### config.mk
export PLATFORM = sky130hd
export DESIGN_NAME = osc_ctrl
export DESIGN_NICKNAME = d
export VERILOG_FILES = /design/src/verilog/osc_ctrl.v
export VERILOG_INCLUDE_DIRS = /design/src /design/src/verilog
export SDC_FILE = /design/constraint.sdc
export NUM_CORES = 1
export LEC_CHECK = 0
export ABC_AREA = 1
export BUFFER_PORTS_ARGS = -buffer_cell sky130_fd_sc_hd__buf_4
export CAP_MARGIN = 20
export CORE_ASPECT_RATIO = 0.7
export CORE_MARGIN = 2
export CORE_UTILIZATION = 45
export DETAILED_ROUTE_END_ITERATION = 7
export GPL_TIMING_DRIVEN = 0
export MAX_ROUTING_LAYER = met4
export PLACE_DENSITY = 0.78
export RECOVER_POWER = 100
export SYNTH_ARGS = -nofsm -noshare
export SYNTH_HDL_FRONTEND = slang
export SYNTH_SLANG_ARGS = --single-unit
### constraint.sdc
create_clock -name aclk -period 1.2 [get_ports aclk]
set_input_delay 0.18 -clock aclk [delete_from_list [all_inputs] [get_ports aclk]]
set_output_delay 0.18 -clock aclk [all_outputs]
set_load 0.005 [all_outputs]
### src/verilog/osc_ctrl_defs.vh
// offsets, field positions, reset values and codes of the oscillator control block
`ifndef OSC_CTRL_DEFS_VH
`define OSC_CTRL_DEFS_VH
// register byte offsets
`define OFS_OSC_CTRL 4'h0
`define OFS_EVT_STATUS 4'h4
`define OFS_EVT_MASK 4'h8
// field positions in the control register
`define BIT_INT_EN 0
`define BIT_INT_STABLE 1
`define TRIM_LSB 3
`define TRIM_MSB 7
`define CAL_LSB 8
`define CAL_MSB 15
`define BIT_EXT_EN 16
`define BIT_EXT_STABLE 17
`define BIT_EXT_BYPASS 18
`define BIT_MON_EN 19
`define BIT_PLL_EN 24
`define BIT_PLL_LOCKED 25
// reset values: low byte 0x83 is trim 16 with internal enable and stable
`define RST_TRIM 5'h10
`define RST_INT_EN 1'b1
// system clock source codes
`define SRC_INT 2'h0
`define SRC_EXT 2'h1
`define SRC_PLL 2'h2
// event status bits
`define EVT_INT_STABLE 0
`define EVT_EXT_STABLE 1
`define EVT_PLL_LOCKED 2
`define EVT_EXT_FAIL 3
`define EVT_W 4
// axi response codes
`define RESP_OKAY 2'h0
`define RESP_SLVERR 2'h2
`endif

### src/verilog/osc_ctrl.v
// oscillator and multiplier-loop control register with an axi4-lite slave
`timescale 1ns/10ps
`default_nettype none
`include "osc_ctrl_defs.vh"

module osc_ctrl #(
   parameter CAL_W = 8
)
(
   input wire aclk,
   input wire aresetn,
   // axi4-lite slave
   input wire [3:0] s_axi_awaddr,
   input wire s_axi_awvalid,
   output wire s_axi_awready,
   input wire [31:0] s_axi_wdata,
   input wire [3:0] s_axi_wstrb,
   input wire s_axi_wvalid,
   output wire s_axi_wready,
   output reg [1:0] s_axi_bresp,
   output reg s_axi_bvalid,
   input wire s_axi_bready,
   input wire [3:0] s_axi_araddr,
   input wire s_axi_arvalid,
   output wire s_axi_arready,
   output reg [31:0] s_axi_rdata,
   output reg [1:0] s_axi_rresp,
   output reg s_axi_rvalid,
   input wire s_axi_rready,
   // clock manager side
   input wire [CAL_W-1:0] factory_cal,
   input wire internal_osc_ready,
   input wire external_osc_ready,
   input wire multiplier_loop_ready,
   input wire external_osc_failed,
   input wire [1:0] sysclk_source,
   input wire sysclk_switching_to_pll,
   input wire pll_from_internal,
   input wire lowpower_enter,
   input wire lowpower_wake,
   output reg internal_osc_enable,
   output reg [4:0] internal_osc_trim,
   output reg external_osc_enable,
   output reg external_osc_bypass,
   output reg clock_monitor_enable,
   output reg multiplier_loop_enable,
   output reg force_internal_source,
   output wire irq
);

   // ------------------------------------------------------------
   // input synchronisers
   // ------------------------------------------------------------
   // oscillator status arrives from analogue domains: two stages each
   // only the second stage is read anywhere, so a metastable first
   // stage never reaches the register view or the event logic
   // cost: every ready and failure level shows two cycles late,
   // which software never notices behind a polling loop
   // bundled into one vector so all four share identical latency
   // and their relative order of arrival is kept
   reg [3:0] sync1_q;
   reg [3:0] sync2_q;
   always @(posedge aclk)
   begin
      if (!aresetn)
      begin
         sync1_q <= 4'h0;
         sync2_q <= 4'h0;
      end
      else
      begin
         sync1_q <= {external_osc_failed, multiplier_loop_ready,
                     external_osc_ready, internal_osc_ready};
         sync2_q <= sync1_q;
      end
   end
   wire int_stable = sync2_q[0];
   wire ext_stable = sync2_q[1];
   wire pll_locked = sync2_q[2];
   wire ext_fail = sync2_q[3];

   // ------------------------------------------------------------
   // axi write channel
   // ------------------------------------------------------------
   // address and data may arrive in either order; whichever comes
   // first is parked in a holding register until its partner shows
   // the write fires in the cycle both are present, so a master that
   // offers both together sees zero wait states
   // a pending response blocks both channels: one write in flight
   // unknown offsets still answer, with a slave error, so a stray
   // access never hangs the bus
   reg aw_held_q;
   reg [3:0] aw_addr_q;
   reg w_held_q;
   reg [31:0] w_data_q;
   reg [3:0] w_strb_q;
   // address and data accepted independently, one write in flight
   assign s_axi_awready = !aw_held_q && !s_axi_bvalid;
   assign s_axi_wready = !w_held_q && !s_axi_bvalid;
   wire aw_now = aw_held_q || s_axi_awvalid;
   wire w_now = w_held_q || s_axi_wvalid;
   wire [3:0] wr_addr = aw_held_q ? aw_addr_q : s_axi_awaddr;
   wire [31:0] wr_data = w_held_q ? w_data_q : s_axi_wdata;
   wire [3:0] wr_strb = w_held_q ? w_strb_q : s_axi_wstrb;
   wire wr_fire = aw_now && w_now && !s_axi_bvalid;
   wire wr_ctrl = wr_fire && (wr_addr == `OFS_OSC_CTRL);
   wire wr_stat = wr_fire && (wr_addr == `OFS_EVT_STATUS);
   wire wr_mask = wr_fire && (wr_addr == `OFS_EVT_MASK);
   wire wr_ok = wr_ctrl || wr_stat || wr_mask;

   // byte-lane merge so byte and halfword writes leave other lanes alone
   // each field lives in one lane, so a partial write never splits one
   wire [31:0] wmask;
   genvar g;
   generate
      for (g = 0; g < 4; g = g + 1)
      begin : lane_g
         assign wmask[g*8 +: 8] = {8{wr_strb[g]}};
      end
   endgenerate

   always @(posedge aclk)
   begin
      if (!aresetn)
      begin
         aw_held_q <= 1'b0;
         w_held_q <= 1'b0;
         aw_addr_q <= 4'h0;
         w_data_q <= 32'h00000000;
         w_strb_q <= 4'h0;
         s_axi_bvalid <= 1'b0;
         s_axi_bresp <= `RESP_OKAY;
      end
      else
      begin
         if (s_axi_awvalid && s_axi_awready && !w_now)
         begin
            aw_held_q <= 1'b1;
            aw_addr_q <= s_axi_awaddr;
         end
         if (s_axi_wvalid && s_axi_wready && !aw_now)
         begin
            w_held_q <= 1'b1;
            w_data_q <= s_axi_wdata;
            w_strb_q <= s_axi_wstrb;
         end
         if (wr_fire)
         begin
            aw_held_q <= 1'b0;
            w_held_q <= 1'b0;
            s_axi_bvalid <= 1'b1;
            s_axi_bresp <= wr_ok ? `RESP_OKAY : `RESP_SLVERR;
         end
         else if (s_axi_bready)
            s_axi_bvalid <= 1'b0;
      end
   end

   // ------------------------------------------------------------
   // control register
   // ------------------------------------------------------------
   // software writes are merged per lane; read-only bits and the
   // reserved bits are simply never stored
   // a clear of an enable is refused while that source feeds the
   // system clock: the written zero is or-ed with the in-use term
   // hardware events are applied after the software write in the
   // same process, so they win on a collision
   // limitation: the in-use terms trust the source select inputs;
   // a wrong select from outside can strand an enable
   wire [31:0] wv = wr_data & wmask;
   wire [31:0] wk = wmask;
   // sources feeding the system clock, directly or through the loop
   wire pll_in_use = (sysclk_source == `SRC_PLL) || sysclk_switching_to_pll;
   wire int_in_use = (sysclk_source == `SRC_INT) || (pll_in_use && pll_from_internal);
   wire ext_in_use = (sysclk_source == `SRC_EXT) || (pll_in_use && !pll_from_internal);
   // a failure only counts while monitored and feeding the system
   wire css_trip = clock_monitor_enable && ext_fail && ext_in_use;
   reg cal_loaded_q;
   reg [CAL_W-1:0] cal_q;

   always @(posedge aclk)
   begin
      if (!aresetn)
      begin
         internal_osc_enable <= `RST_INT_EN;
         internal_osc_trim <= `RST_TRIM;
         external_osc_enable <= 1'b0;
         external_osc_bypass <= 1'b0;
         clock_monitor_enable <= 1'b0;
         multiplier_loop_enable <= 1'b0;
         force_internal_source <= 1'b0;
         cal_loaded_q <= 1'b0;
         cal_q <= {CAL_W{1'b0}};
      end
      else
      begin
         // calibration captured once after reset release, never written by software
         if (!cal_loaded_q)
         begin
            cal_q <= factory_cal;
            cal_loaded_q <= 1'b1;
         end
         force_internal_source <= css_trip;
         if (wr_ctrl)
         begin
            if (wk[`BIT_INT_EN])
               internal_osc_enable <= wv[`BIT_INT_EN] | int_in_use;
            if (wk[`TRIM_LSB])
               internal_osc_trim <= wv[`TRIM_MSB:`TRIM_LSB];
            if (wk[`BIT_EXT_EN])
               external_osc_enable <= wv[`BIT_EXT_EN] | ext_in_use;
            if (wk[`BIT_EXT_BYPASS])
               external_osc_bypass <= wv[`BIT_EXT_BYPASS];
            if (wk[`BIT_MON_EN])
               clock_monitor_enable <= wv[`BIT_MON_EN];
            if (wk[`BIT_PLL_EN])
               multiplier_loop_enable <= wv[`BIT_PLL_EN] | pll_in_use;
         end
         // hardware events override software in the same cycle
         if (lowpower_enter)
         begin
            external_osc_enable <= 1'b0;
            multiplier_loop_enable <= 1'b0;
         end
         if (css_trip)
         begin
            external_osc_enable <= 1'b0;
            if (!pll_from_internal)
               multiplier_loop_enable <= 1'b0;
         end
         if (lowpower_wake || css_trip)
            internal_osc_enable <= 1'b1;
      end
   end

   // ------------------------------------------------------------
   // events and interrupt
   // ------------------------------------------------------------
   // rising edges of the synchronised stable flags and a monitored
   // failure set sticky status bits; write one to clear
   // previous-value flops reset to zero, the idle level of the
   // ready inputs, so no false edge follows reset
   // the interrupt is a plain level of status and mask, both from
   // flops, so it carries no combinational glitch from the bus
   reg [`EVT_W-1:0] evt_status_q;
   reg [`EVT_W-1:0] evt_mask_q;
   reg [2:0] stable_prev_q;
   wire [`EVT_W-1:0] evt_set = {css_trip,
      pll_locked & ~stable_prev_q[2],
      ext_stable & ~stable_prev_q[1],
      int_stable & ~stable_prev_q[0]};
   wire [`EVT_W-1:0] evt_clr = (wr_stat && wk[0]) ? wv[`EVT_W-1:0] : {`EVT_W{1'b0}};
   // set wins over a write-one clear in the same cycle
   always @(posedge aclk)
   begin
      if (!aresetn)
      begin
         evt_status_q <= {`EVT_W{1'b0}};
         evt_mask_q <= {`EVT_W{1'b0}};
         stable_prev_q <= 3'h0;
      end
      else
      begin
         stable_prev_q <= {pll_locked, ext_stable, int_stable};
         evt_status_q <= (evt_status_q & ~evt_clr) | evt_set;
         if (wr_mask && wk[0])
            evt_mask_q <= wv[`EVT_W-1:0];
      end
   end
   assign irq = |(evt_status_q & evt_mask_q);

   // ------------------------------------------------------------
   // read channel
   // ------------------------------------------------------------
   // the view is rebuilt every cycle from the live fields, so the
   // stable and locked bits follow hardware without a copy
   // read data is registered at the take and then held steady
   // until the master accepts it, even if a field moves meanwhile
   reg [31:0] ctrl_view;
   always @*
   begin
      ctrl_view = 32'h00000000;
      ctrl_view[`BIT_INT_EN] = internal_osc_enable;
      ctrl_view[`BIT_INT_STABLE] = int_stable;
      ctrl_view[`TRIM_MSB:`TRIM_LSB] = internal_osc_trim;
      ctrl_view[`CAL_LSB +: CAL_W] = cal_q;
      ctrl_view[`BIT_EXT_EN] = external_osc_enable;
      ctrl_view[`BIT_EXT_STABLE] = ext_stable;
      ctrl_view[`BIT_EXT_BYPASS] = external_osc_bypass;
      ctrl_view[`BIT_MON_EN] = clock_monitor_enable;
      ctrl_view[`BIT_PLL_EN] = multiplier_loop_enable;
      ctrl_view[`BIT_PLL_LOCKED] = pll_locked;
   end

   // answer one cycle after the address is taken, no wait states
   assign s_axi_arready = !s_axi_rvalid;
   always @(posedge aclk)
   begin
      if (!aresetn)
      begin
         s_axi_rvalid <= 1'b0;
         s_axi_rdata <= 32'h00000000;
         s_axi_rresp <= `RESP_OKAY;
      end
      else if (s_axi_arvalid && s_axi_arready)
      begin
         s_axi_rvalid <= 1'b1;
         s_axi_rresp <= `RESP_OKAY;
         case (s_axi_araddr)
            `OFS_OSC_CTRL: s_axi_rdata <= ctrl_view;
            `OFS_EVT_STATUS: s_axi_rdata <= {28'h0000000, evt_status_q};
            `OFS_EVT_MASK: s_axi_rdata <= {28'h0000000, evt_mask_q};
            default:
            begin
               s_axi_rdata <= 32'h00000000;
               s_axi_rresp <= `RESP_SLVERR;
            end
         endcase
      end
      else if (s_axi_rready)
         s_axi_rvalid <= 1'b0;
   end

endmodule
`default_nettype wire

==> results.toml <==
[place]
dp_cells = 709
dp_slack_ns = -0.2936
placed_area_um2 = 4533
port_buffers = 88
dp_hpwl_mm = 7.451
gp_congestion = 0.9050

[clock_tree]
clk_latency_ns = 0.33
cts_buffers = 9
cts_sinks = 86
cts_tree = "yes"
cts-root-buf = "clkbuf_16"
htree_num_levels = 3
clkTransAtPathRegs_ns = 0.07
clk_path_buf_depth = 2

[floorplan]
start_util_pct = 46.72
die-area_um2 = 8960
die_h_um = 79.80
core_area_um2 = 7905
rows = 27
ioPinCount = 122
die_x_um = 112.3

[global_route]
grt_pass1_vias = 3507
grt_use_total_pct = 23.73
gr-total-overflow = 0
antenna_found_initial = 0
grt_pass1_wl_mm = 16.42
grt_max_degree = 16

[outcome]
violations = "setup timing"
status = "complete, but fails checks"

[setup_path]
start_kind = "flop"
slowest_stage = "dfxtp_4"
cp_num_buf_inv = 1
end_kind = "flop"
worstReg2RegStart = "w_held_q"
startpoint = "w_held_q"
worstPathArrival_ns = 1.64
required_ns = 1.44
path_delay_family = "simple AND/OR/NAND/NOR gates"
cp_cell_sequence = "nor2_4 -> nor2_4 -> nand3_4 -> buf_12 -> nor2_8 -> nand2_1 -> nand2_1 -> nor2_1"
max_stage_delay_ns = 0.43
path_max_fanout = 8
critical_path_class = "flop to flop"

[sta]
fin_tns_setup_ns = -3.575
min_period_over_period_pct = 117.1
setup_viol = 36
min_period_ns = 1.405
setup_ws_ns = -0.2054
slew_headroom_pct = 60.33
fmax_ghz = 0.7115
drv_slew = 0
rsz0062_at_grt = "true"
tightest_slew_ns = 0.5951
hold_viol = 0
skew_ns = 0.005442

[worst_hold_path]
hold_class = "input port to flop"
hp-start = "multiplier_loop_ready"

[synthesis]
synth_commonest_cells = "nand2_1, dfxtp_1, inv_1"
synth_seq_area_share_pct = 46.61
ys_seq_elements = 86
ys_types = 27
synthArstFlopShare_pct = 0
ys_warn_count = 0
syn_area_um2 = 3694
yosys.area.top_type_share_pct = 46.61
yosysMostFrequentCell = "nand2_1"
synth_area_leaders = "dfxtp_1, nand2_1, o21ai_0"
yosysTopAreaCell = "dfxtp_1"
synthFlopType = "dfxtp_1"
netlist_instances = 509
avgSynthCellArea_um2 = 7.256
synth_edf_count = 0

[drt]
route.detailed.drc = 0
wl_mm = 10.37
vias = 3702
wire_per_inst_um = 14.22
viasPerCell = 5.078
drtIter0Drc = 283
drt-pass1-iter-count = 5
ant_nets = 0

[run]
cap_violations = 0

[power]
powerDensity_nw_per_um2 = 1374
leakage_nw = 2.346
irDropWorstVdd_uv = 675.2

[layout]
stdcell_count = 729
fin_area_um2 = 5004
diodes = 0
post-route-util_pct = 63.30
area_delta_synth_final_pct = 35.47
drive_gt1_share_pct = 28.34
fill_cells = 682
fin_nets = 692
-- timing repair --
item	in CTS	in global routing
gates resized for setup	26	36
buffers inserted	3	1
endpoints found under the hold margin	1	0
setup endpoints to repair	66	66
pin swaps	8	8
hold buffers	1	0
-- final timing paths --
check / endpoint / cells after the start / slack [ns]
worst min-delay path: sync1_q[2] / 3 / 0.02
worst max register to register: internal_osc_trim[2] / 8 / -0.21
worst max-delay path: internal_osc_trim[2] / 8 / -0.21
worst min register to register: sync2_q[0] / 2 / 0.42
-- metrics by stage --
| step | total power, W | hold slack (ns) |
|---|---|---|
| 2_1_floorplan | 0.003641 | 0.2077 |
| 3_3_place_gp | 0.004000 | 0.3409 |
| 3_5_place_dp | 0.004033 | 0.3424 |
| 4_1_cts | 0.006853 | 0.01776 |
| 5_1_grt | 0.007159 | 0.02413 |
| 6_report | 0.006876 | 0.02158 |
-- tightest hold or removal path, cell delays in order --
cell and delay, ns:
buf_4 0.08, nand2_1 0.04, inv_1 0.04
-- flip-flops by register name, summed over array words and instances, names as in the netlist, 4 cells and up --
signal / count
sync2_q: 4
sync1_q: 4
evt_mask_q: 4
s_axi_rdata: 22
aw_addr_q: 4
evt_status_q: 4
w_data_q: 12
internal_osc_trim: 5
cal_q: 8
-- layout by cell type (no fill, tap or decap), drive strengths merged --
cell type / n
or2: 4
o21a: 1
nand2: 125
buf: 79
nand4: 3
inv: 65
conb: 12
mux2i: 5
clkbuf: 51
o21ai: 59
dfxtp: 86
clkinv: 2
bufinv: 1
nand3b: 1
o21bai: 5
nor2: 54
clkinvlp: 2
nand3: 24
a21oi: 48
dlygate4sd3: 1
-- report_power, final --
| group | internal, W | leakage (nW) | switching (W) | total, W |
|---|---|---|---|---|
| registers | 0.00302 | 0.709 | 0.0000988 | 0.00312 |
| logic | 0.000423 | 1.49 | 0.000544 | 0.000967 |
| clock network | 0.00162 | 0.142 | 0.00117 | 0.00279 |
| total | 0.00506 | 2.35 | 0.00182 | 0.00688 |
-- layout make-up --
class	count	area (µm²)	area share, %
clock buffer	9	225.2	4.501
inverter	63	244.0	4.876
timing repair buffer	93	705.7	14.10
multi-input combinational	341	1713	34.23
buffer	29	181.4	3.626
tap	101	126.4	2.526
clock inverter	7	72.57	1.450
sequential	86	1735	34.68
-- cell families (layout without fill, tap and decap cells) --
kind of cell / count (synthesis) / count (layout) / synth area share (%)
compound gates: 113 / 113 / 16.02
flops: 86 / 86 / 46.61
mux: 5 / 5 / 1.355
other cells: 1 / 12 / 0.1015
buf+inv: 93 / 201 / 11.15
simple gates: 211 / 211 / 24.76
-- layer usage --
metal | track usage, % | share of wire, % | up-vias
met5 | - | 0 | -
met4 | 4.390 | 0.81 | 0
met3 | 6.454 | 7.2 | 10
met2 | 39.52 | 48 | 137
met1 | 29.55 | 44 | 1735
li1 | - | - | 1820
No activity file was read; power rests on OpenSTA's default activity.
